--- src/logic/asu_pkg.sv ---
package asu_pkg;

    // ==================================================================
    // Register byte offsets
    localparam logic [4:0] OFS_DATA   = 5'h00;
    localparam logic [4:0] OFS_STATUS = 5'h04;
    localparam logic [4:0] OFS_IBRD   = 5'h08;
    localparam logic [4:0] OFS_FBRD   = 5'h0C;
    localparam logic [4:0] OFS_LCR    = 5'h10;
    localparam logic [4:0] OFS_CTRL   = 5'h14;
    localparam logic [4:0] OFS_XON    = 5'h18;
    localparam logic [4:0] OFS_XOFF   = 5'h1C;

    // ==================================================================
    // Field positions
    localparam int LCR_WLEN   = 0;  // 2 bits: data length minus five
    localparam int LCR_PEN    = 2;
    localparam int LCR_EVEN   = 3;
    localparam int LCR_STICK  = 4;
    localparam int LCR_STOP2  = 5;
    localparam int LCR_FIFOEN = 6;
    localparam int LCR_BREAK  = 7;
    localparam int CTRL_EN    = 0;
    localparam int CTRL_TXEN  = 1;
    localparam int CTRL_RXEN  = 2;
    localparam int CTRL_FAST  = 3;
    localparam int CTRL_FLOW  = 4;
    localparam int RXW_FRM    = 8;
    localparam int RXW_PAR    = 9;
    localparam int RXW_BRK    = 10;
    localparam int RXW_OVR    = 11;

    // ==================================================================
    // Reset values
    localparam logic [15:0] IBRD_RST = 16'h0001;
    localparam logic [5:0]  FBRD_RST = 6'h00;
    localparam logic [7:0]  LCR_RST  = 8'h43;
    localparam logic [4:0]  CTRL_RST = 5'h00;
    localparam logic [7:0]  XON_RST  = 8'h11;
    localparam logic [7:0]  XOFF_RST = 8'h13;

    // ==================================================================
    // Sizes and timing counts
    localparam int FIFO_DEPTH     = 64;
    localparam int TX_WIDTH       = 8;
    localparam int RX_WIDTH       = 12;
    localparam int FRAC_BITS      = 6;
    localparam int OVERSAMPLE     = 16;
    localparam int OVERSAMPLE_FST = 8;
    localparam logic [3:0] OS_LAST_NORM = 4'(OVERSAMPLE - 1);
    localparam logic [3:0] OS_LAST_FAST = 4'(OVERSAMPLE_FST - 1);
    localparam logic [3:0] OS_HALF_NORM = 4'(OVERSAMPLE / 2 - 1);
    localparam logic [3:0] OS_HALF_FAST = 4'(OVERSAMPLE_FST / 2 - 1);

    typedef enum logic [2:0] {TX_IDLE, TX_START, TX_DATA, TX_PAR, TX_STOP} asu_tx_state_t;
    typedef enum logic [2:0] {RX_IDLE, RX_START, RX_DATA, RX_PAR, RX_STOP, RX_WAIT} asu_rx_state_t;

endpackage

--- src/logic/asu_uart.sv ---
// Register access over Wishbone and the register offsets are this design's own decisions.
`timescale 1ns/10ps
// Notes on behaviour
// - Receive line is deserialized into words; written words are serialized out.
// - Fractional divider off reference clock; top rate ref/16, or ref/8 fast.
// - Data length five to eight bits, same at both ends.
// - Parity even, odd, stick or none, generated and checked.
// - One or two stop bits; one and a half not offered.
// - Partner's pause and resume characters halt and restart transmission.
// - A start edge not low at mid bit is dropped, no character built.
// - Break driven on command; incoming break detected and flagged.
// - Transmit queue of 64 eight-bit entries, separate from receive.
// - Receive queue of 64 twelve-bit entries: character plus status.
// - Each received entry carries break, framing, parity and overrun flags.
// - Queues can be disabled to single-character holding registers.
// - Modem inputs report current levels only, no change flags.
// - Receiver shares the transmitter's bit-rate clock.
module asu_uart
    import asu_pkg::*;
#(
    parameter int QUEUE_DEPTH = FIFO_DEPTH
) (
    input  wire logic        mclk_i,
    input  wire logic        rst_i,
    input  wire logic        wb_cyc_i,
    input  wire logic        wb_stb_i,
    input  wire logic        wb_we_i,
    input  wire logic [4:0]  wb_adr_i,
    input  wire logic [3:0]  wb_sel_i,
    input  wire logic [31:0] wb_dat_i,
    output logic      [31:0] wb_dat_o,
    output logic             wb_ack_o,
    input  wire logic        serial_reference_clock_i,
    input  wire logic        serial_receive_line_i,
    output logic             serial_transmit_line_o,
    input  wire logic [3:0]  modem_status_n_i
);
    initial begin
        if (QUEUE_DEPTH < 2 || QUEUE_DEPTH > 1024) begin
            $error("asu_uart: QUEUE_DEPTH out of range");
        end
    end

    // ==================================================================
    // State
    typedef struct packed {
        logic [2:0]      rx_sync;
        logic            rx_f;
        logic [2:0]      ref_sync;
        logic            ref_f;
        logic [3:0][2:0] mdm_sync;
        logic [3:0]      mdm_f;
        logic [21:0]     acc;
        logic            tick;
        logic [15:0]     ibrd;
        logic [5:0]      fbrd;
        logic [7:0]      lcr;
        logic [4:0]      ctrl;
        logic [7:0]      xon;
        logic [7:0]      xoff;
        logic            ack;
        logic [31:0]     dat;
        asu_tx_state_t   tx_st;
        logic [3:0]      tx_os;
        logic [2:0]      tx_bit;
        logic            tx_stop2nd;
        logic [7:0]      tx_sh;
        logic            tx_par;
        logic            tx_line;
        asu_rx_state_t   rx_st;
        logic [3:0]      rx_os;
        logic [2:0]      rx_bit;
        logic [7:0]      rx_sh;
        logic            rx_par;
        logic            rx_zero;
        logic            ovr_pend;
        logic            paused;
    } asu_state_t;

    asu_state_t st;
    asu_state_t next_st;

    logic [7:0]          txq_data;
    logic                txq_full;
    logic                txq_empty;
    logic                txq_pop;
    logic                txq_push;
    logic [RX_WIDTH-1:0] rxq_data;
    logic [RX_WIDTH-1:0] rxq_wdata;
    logic                rxq_full;
    logic                rxq_empty;
    logic                rxq_pop;
    logic                rxq_push;

    // Transmit queue
    // 64 by 8 queue
    asu_fifo #(.W(TX_WIDTH), .DEPTH(QUEUE_DEPTH)) u_txq (
        .mclk_i      (mclk_i),
        .rst_i       (rst_i),
        .single_i    (!st.lcr[LCR_FIFOEN]),
        .push_i      (txq_push),
        .push_data_i (wb_dat_i[7:0]),
        .pop_i       (txq_pop),
        .pop_data_o  (txq_data),
        .full_o      (txq_full),
        .empty_o     (txq_empty)
    );

    // 64 by 12 queue, single mode
    asu_fifo #(.W(RX_WIDTH), .DEPTH(QUEUE_DEPTH)) u_rxq (
        .mclk_i      (mclk_i),
        .rst_i       (rst_i),
        .single_i    (!st.lcr[LCR_FIFOEN]),
        .push_i      (rxq_push),
        .push_data_i (rxq_wdata),
        .pop_i       (rxq_pop),
        .pop_data_o  (rxq_data),
        .full_o      (rxq_full),
        .empty_o     (rxq_empty)
    );

    logic [2:0]  nbits_m1;
    logic [3:0]  os_last;
    logic [3:0]  os_half;
    logic [21:0] divisor;
    logic [21:0] acc_sum;
    logic        wb_req;
    logic        tx_run;
    logic [7:0]  rx_char;
    logic        rx_calc_par;
    logic        rx_frm;
    logic        rx_perr;
    logic        rx_brk;
    logic        rx_done;

    assign nbits_m1 = 3'(4) + {1'b0, st.lcr[LCR_WLEN +: 2]};
    assign os_last  = st.ctrl[CTRL_FAST] ? OS_LAST_FAST : OS_LAST_NORM;
    assign os_half  = st.ctrl[CTRL_FAST] ? OS_HALF_FAST : OS_HALF_NORM;
    assign divisor  = {st.ibrd, st.fbrd};
    assign acc_sum  = st.acc + 22'(1 << FRAC_BITS);
    assign wb_req   = wb_cyc_i && wb_stb_i && !st.ack;
    assign tx_run   = st.ctrl[CTRL_EN] && st.ctrl[CTRL_TXEN];
    assign txq_push = wb_req && wb_we_i && wb_sel_i[0] && (wb_adr_i == OFS_DATA);
    assign rxq_pop  = wb_req && !wb_we_i && (wb_adr_i == OFS_DATA);
    // Frame shifted in from the top; realign short characters
    assign rx_char  = st.rx_sh >> (3'd7 - nbits_m1);
    assign rx_calc_par = st.lcr[LCR_STICK] ? !st.lcr[LCR_EVEN] : (^rx_char) ^ !st.lcr[LCR_EVEN];
    assign rx_done  = st.tick && (st.rx_st == RX_STOP) && (st.rx_os == os_last);
    assign rx_frm   = !st.rx_f;
    assign rx_perr  = st.lcr[LCR_PEN] && (st.rx_par != rx_calc_par);
    // break: data, parity and stop all low
    assign rx_brk   = st.rx_zero && !st.rx_f && !(st.lcr[LCR_PEN] && st.rx_par);
    assign rxq_wdata = {st.ovr_pend, rx_brk, rx_perr && !rx_brk, rx_frm && !rx_brk, rx_char};
    // pause and resume characters are consumed, not queued
    assign rxq_push = rx_done && !rxq_full
                   && !(st.ctrl[CTRL_FLOW] && !rx_frm && (rx_char == st.xon || rx_char == st.xoff));
    assign txq_pop  = (st.tx_st == TX_IDLE) && tx_run && !txq_empty && !st.paused && !st.lcr[LCR_BREAK];

    always_comb begin
        next_st      = st;
        next_st.tick = 1'b0;

        // ==================================================================
        // Synchronisers: three stages, change taken when last two agree
        next_st.rx_sync  = {st.rx_sync[1:0], serial_receive_line_i};
        next_st.ref_sync = {st.ref_sync[1:0], serial_reference_clock_i};
        if (st.rx_sync[1] == st.rx_sync[2]) begin
            next_st.rx_f = st.rx_sync[2];
        end
        if (st.ref_sync[1] == st.ref_sync[2]) begin
            next_st.ref_f = st.ref_sync[2];
        end
        for (int i = 0; i < 4; i++) begin
            next_st.mdm_sync[i] = {st.mdm_sync[i][1:0], modem_status_n_i[i]};
            if (st.mdm_sync[i][1] == st.mdm_sync[i][2]) begin
                next_st.mdm_f[i] = st.mdm_sync[i][2];
            end
        end

        // ==================================================================
        // Fractional divider, one oversample tick per divisor/64 ref edges
        // fractional baud
        if (next_st.ref_f && !st.ref_f && divisor != '0) begin
            if (acc_sum >= divisor) begin
                next_st.acc  = acc_sum - divisor;
                next_st.tick = 1'b1;
            end else begin
                next_st.acc = acc_sum;
            end
        end

        // ==================================================================
        // Wishbone slave: ack one cycle after the strobe, every address answered
        next_st.ack = wb_req;
        if (wb_req) begin
            next_st.dat = '0;
            if (wb_we_i) begin
                if (wb_sel_i[0]) begin
                    case (wb_adr_i)
                        OFS_IBRD: next_st.ibrd[7:0] = wb_dat_i[7:0];
                        OFS_FBRD: next_st.fbrd      = wb_dat_i[5:0];
                        OFS_LCR:  next_st.lcr       = wb_dat_i[7:0];
                        OFS_CTRL: next_st.ctrl      = wb_dat_i[4:0];
                        OFS_XON:  next_st.xon       = wb_dat_i[7:0];
                        OFS_XOFF: next_st.xoff      = wb_dat_i[7:0];
                        default:  next_st.ctrl      = st.ctrl;
                    endcase
                end
                if (wb_sel_i[1] && wb_adr_i == OFS_IBRD) begin
                    next_st.ibrd[15:8] = wb_dat_i[15:8];
                end
            end else begin
                case (wb_adr_i)
                    OFS_DATA:   next_st.dat = rxq_empty ? '0 : {20'h00000, rxq_data};
                    OFS_STATUS: next_st.dat = {20'h00000, ~st.mdm_f, st.ovr_pend, st.paused,
                                               st.rx_st != RX_IDLE, st.tx_st != TX_IDLE,
                                               rxq_empty, rxq_full, txq_empty, txq_full};
                    OFS_IBRD:   next_st.dat = {16'h0000, st.ibrd};
                    OFS_FBRD:   next_st.dat = {26'h0000000, st.fbrd};
                    OFS_LCR:    next_st.dat = {24'h000000, st.lcr};
                    OFS_CTRL:   next_st.dat = {27'h0000000, st.ctrl};
                    OFS_XON:    next_st.dat = {24'h000000, st.xon};
                    OFS_XOFF:   next_st.dat = {24'h000000, st.xoff};
                    default:    next_st.dat = '0;
                endcase
            end
        end

        // ==================================================================
        // Transmitter
        if (st.tick && st.tx_st != TX_IDLE) begin
            next_st.tx_os = (st.tx_os == os_last) ? 4'h0 : st.tx_os + 4'h1;
        end
        case (st.tx_st)
            TX_IDLE: begin
                if (txq_pop) begin
                    next_st.tx_st      = TX_START;
                    next_st.tx_os      = 4'h0;
                    next_st.tx_sh      = txq_data;
                    next_st.tx_bit     = 3'h0;
                    next_st.tx_stop2nd = 1'b0;
                    next_st.tx_par = st.lcr[LCR_STICK] ? !st.lcr[LCR_EVEN]
                                   : (^(txq_data & (8'hFF >> (3'd7 - nbits_m1)))) ^ !st.lcr[LCR_EVEN];
                end
            end
            TX_START: begin
                if (st.tick && st.tx_os == os_last) begin
                    next_st.tx_st = TX_DATA;
                end
            end
            TX_DATA: begin
                if (st.tick && st.tx_os == os_last) begin
                    next_st.tx_sh  = st.tx_sh >> 1;
                    next_st.tx_bit = st.tx_bit + 3'h1;
                    if (st.tx_bit == nbits_m1) begin
                        next_st.tx_st = st.lcr[LCR_PEN] ? TX_PAR : TX_STOP;
                    end
                end
            end
            TX_PAR: begin
                if (st.tick && st.tx_os == os_last) begin
                    next_st.tx_st = TX_STOP;
                end
            end
            TX_STOP: begin
                if (st.tick && st.tx_os == os_last) begin
                    if (st.lcr[LCR_STOP2] && !st.tx_stop2nd) begin
                        next_st.tx_stop2nd = 1'b1;
                    end else begin
                        next_st.tx_st = TX_IDLE;
                    end
                end
            end
            default: next_st.tx_st = TX_IDLE;
        endcase
        case (next_st.tx_st)
            TX_START: next_st.tx_line = 1'b0;
            TX_DATA:  next_st.tx_line = next_st.tx_sh[0];
            TX_PAR:   next_st.tx_line = next_st.tx_par;
            default:  next_st.tx_line = 1'b1;
        endcase
        if (next_st.lcr[LCR_BREAK]) begin
            next_st.tx_line = 1'b0;
        end

        // ==================================================================
        // Receiver, timed by the same oversample tick as the transmitter
        // shared bit clock
        if (st.tick && st.rx_st != RX_IDLE && st.rx_st != RX_WAIT) begin
            next_st.rx_os = (st.rx_os == os_last) ? 4'h0 : st.rx_os + 4'h1;
        end
        case (st.rx_st)
            RX_IDLE: begin
                if (st.ctrl[CTRL_EN] && st.ctrl[CTRL_RXEN] && !st.rx_f) begin
                    next_st.rx_st = RX_START;
                    next_st.rx_os = 4'h0;
                end
            end
            RX_START: begin
                if (st.tick && st.rx_os == os_half) begin
                    if (st.rx_f) begin
                        next_st.rx_st = RX_IDLE;
                        next_st.rx_os = 4'h0;
                    end else begin
                        next_st.rx_st   = RX_DATA;
                        next_st.rx_os   = 4'h0;
                        next_st.rx_bit  = 3'h0;
                        next_st.rx_zero = 1'b1;
                    end
                end
            end
            RX_DATA: begin
                if (st.tick && st.rx_os == os_last) begin
                    next_st.rx_sh   = {st.rx_f, st.rx_sh[7:1]};
                    next_st.rx_zero = st.rx_zero && !st.rx_f;
                    next_st.rx_bit  = st.rx_bit + 3'h1;
                    if (st.rx_bit == nbits_m1) begin
                        next_st.rx_st = st.lcr[LCR_PEN] ? RX_PAR : RX_STOP;
                    end
                end
            end
            RX_PAR: begin
                if (st.tick && st.rx_os == os_last) begin
                    next_st.rx_par = st.rx_f;
                    next_st.rx_st  = RX_STOP;
                end
            end
            RX_STOP: begin
                if (rx_done) begin
                    next_st.rx_st = rx_brk ? RX_WAIT : RX_IDLE;
                end
            end
            RX_WAIT: begin
                if (st.rx_f) begin
                    next_st.rx_st = RX_IDLE;
                end
            end
            default: next_st.rx_st = RX_IDLE;
        endcase

        // overrun rides on the next stored character; a new loss wins
        if (rxq_push) begin
            next_st.ovr_pend = 1'b0;
        end
        if (rx_done && rxq_full) begin
            next_st.ovr_pend = 1'b1;
        end
        if (rx_done && st.ctrl[CTRL_FLOW] && !rx_frm) begin
            if (rx_char == st.xoff) begin
                next_st.paused = 1'b1;
            end else if (rx_char == st.xon) begin
                next_st.paused = 1'b0;
            end
        end
        if (!st.ctrl[CTRL_FLOW]) begin
            next_st.paused = 1'b0;
        end
    end

    always_ff @(posedge mclk_i) begin
        if (rst_i) begin
            st          <= '0;
            st.rx_sync  <= 3'h7;
            st.rx_f     <= 1'b1;
            st.mdm_sync <= '1;
            st.mdm_f    <= 4'hF;
            st.ibrd     <= IBRD_RST;
            st.fbrd     <= FBRD_RST;
            st.lcr      <= LCR_RST;
            st.ctrl     <= CTRL_RST;
            st.xon      <= XON_RST;
            st.xoff     <= XOFF_RST;
            st.tx_st    <= TX_IDLE;
            st.rx_st    <= RX_IDLE;
            st.tx_line  <= 1'b1;
        end else begin
            st <= next_st;
        end
    end

    assign wb_ack_o               = st.ack;
    assign wb_dat_o               = st.dat;
    assign serial_transmit_line_o = st.tx_line;
endmodule

--- src/logic/asu_fifo.sv ---
`timescale 1ns/10ps
module asu_fifo #(
    parameter int W     = 8,
    parameter int DEPTH = 64
) (
    input  wire logic         mclk_i,
    input  wire logic         rst_i,
    input  wire logic         single_i,
    input  wire logic         push_i,
    input  wire logic [W-1:0] push_data_i,
    input  wire logic         pop_i,
    output logic      [W-1:0] pop_data_o,
    output logic              full_o,
    output logic              empty_o
);
    localparam int AW = $clog2(DEPTH);
    localparam int CW = $clog2(DEPTH + 1);

    initial begin
        if (DEPTH < 2 || (1 << AW) != DEPTH) begin
            $error("asu_fifo: DEPTH must be a power of two, at least 2");
        end
    end

    typedef struct packed {
        logic [AW-1:0] wptr;
        logic [AW-1:0] rptr;
        logic [CW-1:0] count;
    } asu_fifo_state_t;

    asu_fifo_state_t st;
    asu_fifo_state_t next_st;
    logic [W-1:0]    mem [DEPTH];
    logic            do_push;
    logic            do_pop;

    // Single mode limits the queue to one held character
    assign full_o     = single_i ? (st.count != '0) : (st.count == CW'(DEPTH));
    assign empty_o    = (st.count == '0);
    assign do_push    = push_i && !full_o;
    assign do_pop     = pop_i && !empty_o;
    assign pop_data_o = mem[st.rptr];

    always_comb begin
        next_st = st;
        if (do_push) begin
            next_st.wptr = st.wptr + 1'b1;
        end
        if (do_pop) begin
            next_st.rptr = st.rptr + 1'b1;
        end
        next_st.count = st.count + CW'(do_push) - CW'(do_pop);
    end

    always_ff @(posedge mclk_i) begin
        if (rst_i) begin
            st <= '0;
        end else begin
            st <= next_st;
        end
    end

    always_ff @(posedge mclk_i) begin
        if (do_push) begin
            mem[st.wptr] <= push_data_i;
        end
    end

endmodule

--- config.mk ---
export PLATFORM = sky130hd
export DESIGN_NAME = asu_uart
export DESIGN_NICKNAME = d
export VERILOG_FILES = /design/src/logic/asu_pkg.sv /design/src/logic/asu_uart.sv /design/src/logic/asu_fifo.sv
export SDC_FILE = /design/constraint.sdc
export NUM_CORES = 2
export LEC_CHECK = 0
export BUFFER_PORTS_ARGS = -buffer_cell sky130_fd_sc_hd__buf_4
export CORE_MARGIN = 4
export CORE_UTILIZATION = 55
export CTS_CLUSTER_SIZE = 12
export DETAILED_ROUTE_END_ITERATION = 16
export PLACE_DENSITY = 0.77
export SKIP_LAST_GASP = 1
export SLEW_MARGIN = 20
export SYNTH_ARGS = -nofsm -noshare
export SYNTH_HDL_FRONTEND = slang
export SYNTH_SLANG_ARGS = --single-unit
--- constraint.sdc ---
create_clock -name mclk_i -period 9.94 [get_ports mclk_i]
set_input_delay 0.994 -clock mclk_i [delete_from_list [all_inputs] [get_ports mclk_i]]
set_output_delay 0.994 -clock mclk_i [all_outputs]
set_load 0.02 [all_outputs]
# Word level (Yosys, flattened, before mapping)
# Memories as Yosys holds them, arrays and structs flattened. A register that Yosys moved wholly into a read port is not among the register bits.
# Cells that the tools add are included.
totals:
  reg_bits: 212
  ram_bits: 1280
  input_bits: 52
  out_inout_bits: 34
  wordCells: 286
  n_memories: 2
memory_table:
  columns: ["memory", "depth", "width", "read_ports", "rd_ports_with_merged_regs", "wr", "line", "rtl"]
  rows:
  - ["u_rxq.mem", 64, 12, 1, 1, 1, "asu_fifo.sv:33", "logic [W-1:0] mem [DEPTH];"]
  - ["u_txq.mem", 64, 8, 1, 1, 1, "asu_fifo.sv:33", null]
op_classes:
  n_addsub: 16
  order_cmp: 1
  n_eq_ne: 48
  shift: 2
  n_mux: 73
  bitwise_logic: 6
  reduce_logical: 92
ops:
  columns: ["cell", "n"]
  rows:
  - ["$pmux W16 S8", 1]
  - ["$mux W29", 3]
  - ["$mux W3", 16]
  - ["$logic_and A1 B1 Y1", 43]
  - ["$mux W8", 4]
  - ["$reduce_and A4 Y1", 8]
  - ["$mux W6", 5]
  - ["$add A6 B1 Y6 const B", 4]
  - ["$mux W4", 6]
  - ["$add A22 B7 Y22 const B", 1]
  - ["$ge A22 B22 Y1", 1]
  - ["$mux W22", 1]
  - ["$ne A2 B2 Y1 const B", 11]
  - ["$reduce_bool A22 Y1", 1]
  - ["$sub A22 B22 Y22", 1]
  - ["$mux W1", 21]
  - ["$eq A5 B5 Y1 const B", 4]
  - ["$mux W20", 1]
  - ["$eq A3 B2 Y1 const B", 6]
  - ["$pmux W3 S6", 1]
  - ["$eq A8 B8 Y1", 2]
  - ["$mux W16", 1]
  - ["$pmux W8 S2", 1]
  - ["$reduce_xor A8 Y1", 2]
  - ["other kinds (46)", 93]

# Logic depth before layout (Yosys ltp)
depth:
  depth_word: 12
  ltp_mapped: 19
  depth_no_buf: 18

# Hierarchy
# From an unflattened synthesis, not the netlist that was laid out.
unflattened:
  hier_cells: 3664
  hier_area_um2: 61277.5
modules_own_cells:
  columns: ["module", "n_inst", "cells_per_inst", "area_each_um2", "seq_area_each_um2"]
  rows:
  - ["asu_fifo (u_rxq)", 1, 1460, 30913.4, 23562.6]
  - ["asu_fifo (u_txq)", 1, 1010, 20978.9, 15875.2]
  - ["asu_uart", 1, 1194, 9385.3, 3163.0]

# Worst setup path after synthesis
# No wires, ideal clock.
synth_path:
  kind: "register to register"
  from: "reg st[97] (netlist name)"
  to: "mem u_rxq.mem[0][9] (netlist name), data pin"
  setup_ns: 0.499
  arrival_ns: 3.905
  slack_ns: 5.536
  stages_incl_launch_ff: 11
  n_path_buf: 1
  synth_period_minus_slack_ns: 4.404
  cell_sequence: "dfxtp_1 > buf_2 > mux4_2 > xor2_1 > xnor2_1 > xnor2_1 > xnor2_1 > nor2_1 > xnor2_1 > mux2i_1 > nor2_1"
synth_via:
  elab_chain_len: 9
synth_lines:
  columns: ["item", "line", "rtl"]
  rows:
  - ["start, declared", "asu_uart.sv:80", "asu_state_t st;"]
  - ["start signal, assigned", "asu_uart.sv:377", "st <= next_st;"]
  - ["$add A3 B2 Y3", "asu_uart.sv:136", "assign nbits_m1 = 3'(4) + {1'b0, st.lcr[LCR_WLEN +: 2]};"]
  - ["$sub A3 B3 Y3", "asu_uart.sv:146", "assign rx_char = st.rx_sh >> (3'd7 - nbits_m1);"]
  - ["$shr A8 B3 Y8", "asu_uart.sv:146", null]
  - ["named net rx_char[1]", "asu_uart.sv:129", "logic [7:0] rx_char;"]
  - ["$reduce_xor A8 Y1", "asu_uart.sv:147", "assign rx_calc_par = st.lcr[LCR_STICK] ? !st.lcr[LCR_EVEN] : (^rx_char) ^ !st.lcr[LCR_EVEN];"]
  - ["$xor A1 B1 Y1", "asu_uart.sv:147", null]
  - ["$mux W1", "asu_uart.sv:147", null]
  - ["$ne A1 B1 Y1", "asu_uart.sv:150", "assign rx_perr = st.lcr[LCR_PEN] && (st.rx_par != rx_calc_par);"]
  - ["$logic_and A1 B1 Y1", "asu_uart.sv:150", null]
  - ["$logic_and A1 B1 Y1", "asu_uart.sv:153", "assign rxq_wdata = {st.ovr_pend, rx_brk, rx_perr && !rx_brk, rx_frm && !rx_brk, rx_char};"]
  - ["named net rxq_wdata[9]", "asu_uart.sv:89", "logic [RX_WIDTH-1:0] rxq_wdata;"]
  - ["end, declared", "asu_fifo.sv:33", null]
# The timed path passes the listed nets, and every way through them passes these cells.

# Final worst setup path
layout_path:
  from: "reg st[136] (netlist name)"
  to: "reg st[139] (netlist name)"
layout_via:
  elab_chain_len: 3
  elab_cells_between_ends: 4
layout_lines:
  columns: ["item", "line", "rtl"]
  rows:
  - ["$add A22 B7 Y22 *", "asu_uart.sv:140", "assign acc_sum = st.acc + 22'(1 << FRAC_BITS);"]
  - ["$sub A22 B22 Y22 or $ge A22 B22 Y1 (tied branches)", "asu_uart.sv:185, asu_uart.sv:184", null]
  - ["$mux W22 *", "asu_uart.sv:184", "if (acc_sum >= divisor) begin"]
# Every way passes the cells marked *; elsewhere a longest branch is shown, timed or not.
# A chain may end at the register's enable or synchronous reset.

==> flow_metrics.tcl <==
set metrics [dict create \
    cts_tree "built" \
    clk_pin_slew_worst_paths_ps 60 \
    groute.usage.overall_pct 22.80 \
    final_common_cell "edfxtp_1" \
    seqCellArea_mm2 0.04262 \
    drt-initial-drc-count 3827 \
    post_cts_resized 0 \
    worstHoldEndpoint "next_st[161]" \
    route.detailed.drc 0 \
    insertion_delay_ps 770 \
    min_from "modem_status_n_i[2]" \
    fmax_mhz 186.9 \
    synth_enable_flop_cells 1280 \
    wirelength_mm 130.0 \
    io-pin-count 86 \
    fin_crit_ps 5350 \
    criticalPathCategory "reg2reg" \
    irDropWorstVdd_mv 0.2144 \
    combPwrFrac_pct 1.2 \
    place_ws_ps 4568 \
    coreArea_mm2 0.1090 \
    p_int_mw 9.650 \
    place_area_mm2 0.06190 \
    cts.sinks 1488 \
    layout.cells.non_filler 4929 \
    drtPass1Iterations 9 \
    area_delta_synth_final_pct 9.789 \
    power.density_mw_per_mm2 181.5 \
    fin_hold_ws_ps 407.1 \
    place_hpwl_mm 76.49 \
    required_ps 10630 \
    multiInputGateArea_mm2 0.01669 \
    cts_hold_buf 0 \
    place_congestion 0.8742 \
    fin_util_pct 60.93 \
    synth.ff_latch_count 1488 \
    synth_flop_cell "edfxtp_1" \
    reg2reg_to "st[139]" \
    ctsLongestPathBuffers 3 \
    drive_gt1_share_pct 21.06 \
    die-height_um 339.6 \
    cpMostUsedCell "nand3_1" \
    synth_cells 3384 \
    dieArea_mm2 0.1154 \
    power_mw 12.05 \
    antenna_found_initial 1 \
    outcome "finished clean" \
    viasPerCell 6.306 \
    cp_max_fo 18 \
    initial_core_util_pct 55.50 \
    clockRootBuffer "clkbuf_16" \
    syn_area_mm2 0.06049 \
    setup_violations 0 \
    layout_common_cells "edfxtp_1, mux4_2, nor2_1" \
    die_width_um 339.6 \
    p_clk_share_pct 43.0 \
    overflow 0 \
    power_leakage_nw 20.46 \
    yosysSeqAreaShare_pct 70.42 \
    rows 121 \
    grt_pass1_vias 31376 \
    vias 31082 \
    end_kind "flip-flop" \
    cp_slowest_stage_delay_ps 720 \
    crit_buf_inv 3 \
    crit_chain "and3_1 > nand3_1 > inv_1 > nand3_1 > inv_1 > nand3_1 > nor4_1 > nand3_1 > xor2_1 > inv_1 > ha_1 > nand4_1 > nor4_1 > a21oi_1 > a21boi_1 > nand2_1 > or4_1 > a31oi_1" \
    setup_ws_ps 4590 \
    tns_ps 0 \
    fin_crit_sh_pct 53.83 \
    final_max_slew_viol_count 0 \
    dp.cells 4689 \
    ff2ff_path_depth 18 \
    grt_start_max_net_pins 151 \
    nets 3532 \
    wl_per_cell_um 26.38 \
    grt_pass1_wl_mm 199.7 \
    yosys_warnings 0 \
    nFillCells 7423 \
    cts_buffers 150 \
    reg2reg_from "st[136]" \
    portBuffers 51 \
    hold_path_depth 2 \
    hold_class "in2reg" \
    cp_slowest_cell "nor4_1" \
    synthArstFlopShare_pct 0 \
    startpoint_type "flip-flop" \
    grt_setup_unrepaired "false" \
    synth_area_per_cell_um2 17.88 \
    hold_viol_final 0 \
    p_sw_mw 2.405 \
    design_area_mm2 0.06641 \
    swShare_pct 19.95 \
    synthDistinctLibCells 86 \
    slew-limit-headroom_pct 24.28 \
    regToRegSetupSlack_ps 4590 \
    finalClockSkew_ps 31.45 \
    max_slew.worst_pin.slew_ps 1132 \
    cts_setup_buffers 0 \
    antenna_left 0 \
    drv_cap 0 \
    cts-htree-levels 4 \
    arrival_ps 6040 \
    crit_family "simple AND/OR/NAND/NOR gates" \
    power.sequential.fraction_pct 55.8 \
]
cell usage after synthesis, types with 5 or more instances:
cell type  number  share of area, %
edfxtp_1     1280                64
mux4_2        375                14
nor2_1        326               2.0
dfxtp_1       208               6.9
nand2_1       140              0.87
clkbuf_1      107              0.66
a21oi_1       105              0.87
inv_1          68              0.42
mux2i_1        58              0.96
xnor2_1        58              0.84
ha_1           49               1.0
nand3_1        45              0.37
o21ai_0        40              0.33
xor2_1         37              0.54
buf_4          36              0.45
a22oi_1        34              0.42
buf_1          31              0.19
or2_2          24              0.25
nor3_1         23              0.19
mux4_1         22              0.96
nand4_1        20              0.21
nor2b_1        19              0.20
a22o_1         15              0.22
and3_1         15              0.16
or3_1          13              0.13
o21bai_1       12              0.15
a221oi_1       11              0.16
nand2b_1       11              0.11
nand3b_1       11              0.14
nor4_1         11              0.11
a211oi_1       10              0.12
a31oi_1        10              0.10
and2_1         10              0.10
buf_2          10             0.083
buf_6          10              0.19
a21o_1          9              0.11
mux2_2          9              0.17
a2111oi_0       8              0.12
nor3b_1         8             0.099
clkbuf_8        7              0.16
o22ai_1         6             0.062
a222oi_1        5             0.083
cell families after synthesis:
logic type	synth area share, %
and+or+nand+nor	5.204
AOI/OAI and AO/OA	3.467
other	0.006199
adders and majority gates	1.113
buffers and inverters	2.310
muxes	16.06
xor gates and xnor gates	1.415
DFF	70.42
layer usage:
| metal | routed length [um] | global-route usage (%) | up-vias |
|---|---|---|---|
| li1 | - | - | 13443 |
| met1 | 51900 | 32.23 | 15978 |
| met2 | 64260 | 36.56 | 1411 |
| met3 | 9439 | 3.688 | 250 |
| met4 | 4446 | 8.133 | 0 |
| met5 | 0 | 0 | - |
cell type report:
cell class	instances	area share, %
flip-flops and latches	1488	64.18
diodes	1	0.003768
repair buffers	83	1.000
multi-input cells	1635	25.13
well taps	1414	2.664
clock buffers	201	6.049
clock inverters	37	0.5765
inverters	70	0.3975
worst max-delay path by stage:
stage,from,endpoint,cells past startpoint
6_report,st[136],st[139],18
5_1_grt,st[136],st[139],18
4_1_cts,st[97],u_rxq.mem[63][10],11
3_5_place_dp,st[97],u_rxq.mem[46][0],11
3_3_place_gp,st[97],u_rxq.mem[7][0],11
2_1_floorplan,st[97],u_rxq.mem[0][9],10
state kept, by name (all words and copies together), names as in the netlist, named ones only:
| register | cells |
|---|---|
| u_rxq.mem | 768 |
| u_txq.mem | 512 |
| u_txq.st | 19 |
| rxq_wdata | 1 |
| next_st | 12 |
| u_rxq.st | 19 |
| wb_dat_o | 16 |
| st | 105 |
| divisor | 22 |
| wb_ack_o | 1 |
| serial_transmit_line_o | 1 |
power groups by stage:
stage | Clock [mW] | Sequential (mW) | Combinational [mW]
floorplan | 0 | 6.86 | 0.0810
global placement | 0 | 6.86 | 0.143
detailed placement | 0 | 6.86 | 0.148
CTS | 5.25 | 6.73 | 0.148
global route | 5.54 | 6.72 | 0.162
finish | 5.18 | 6.73 | 0.149
(Power assumes the default switching activity.)
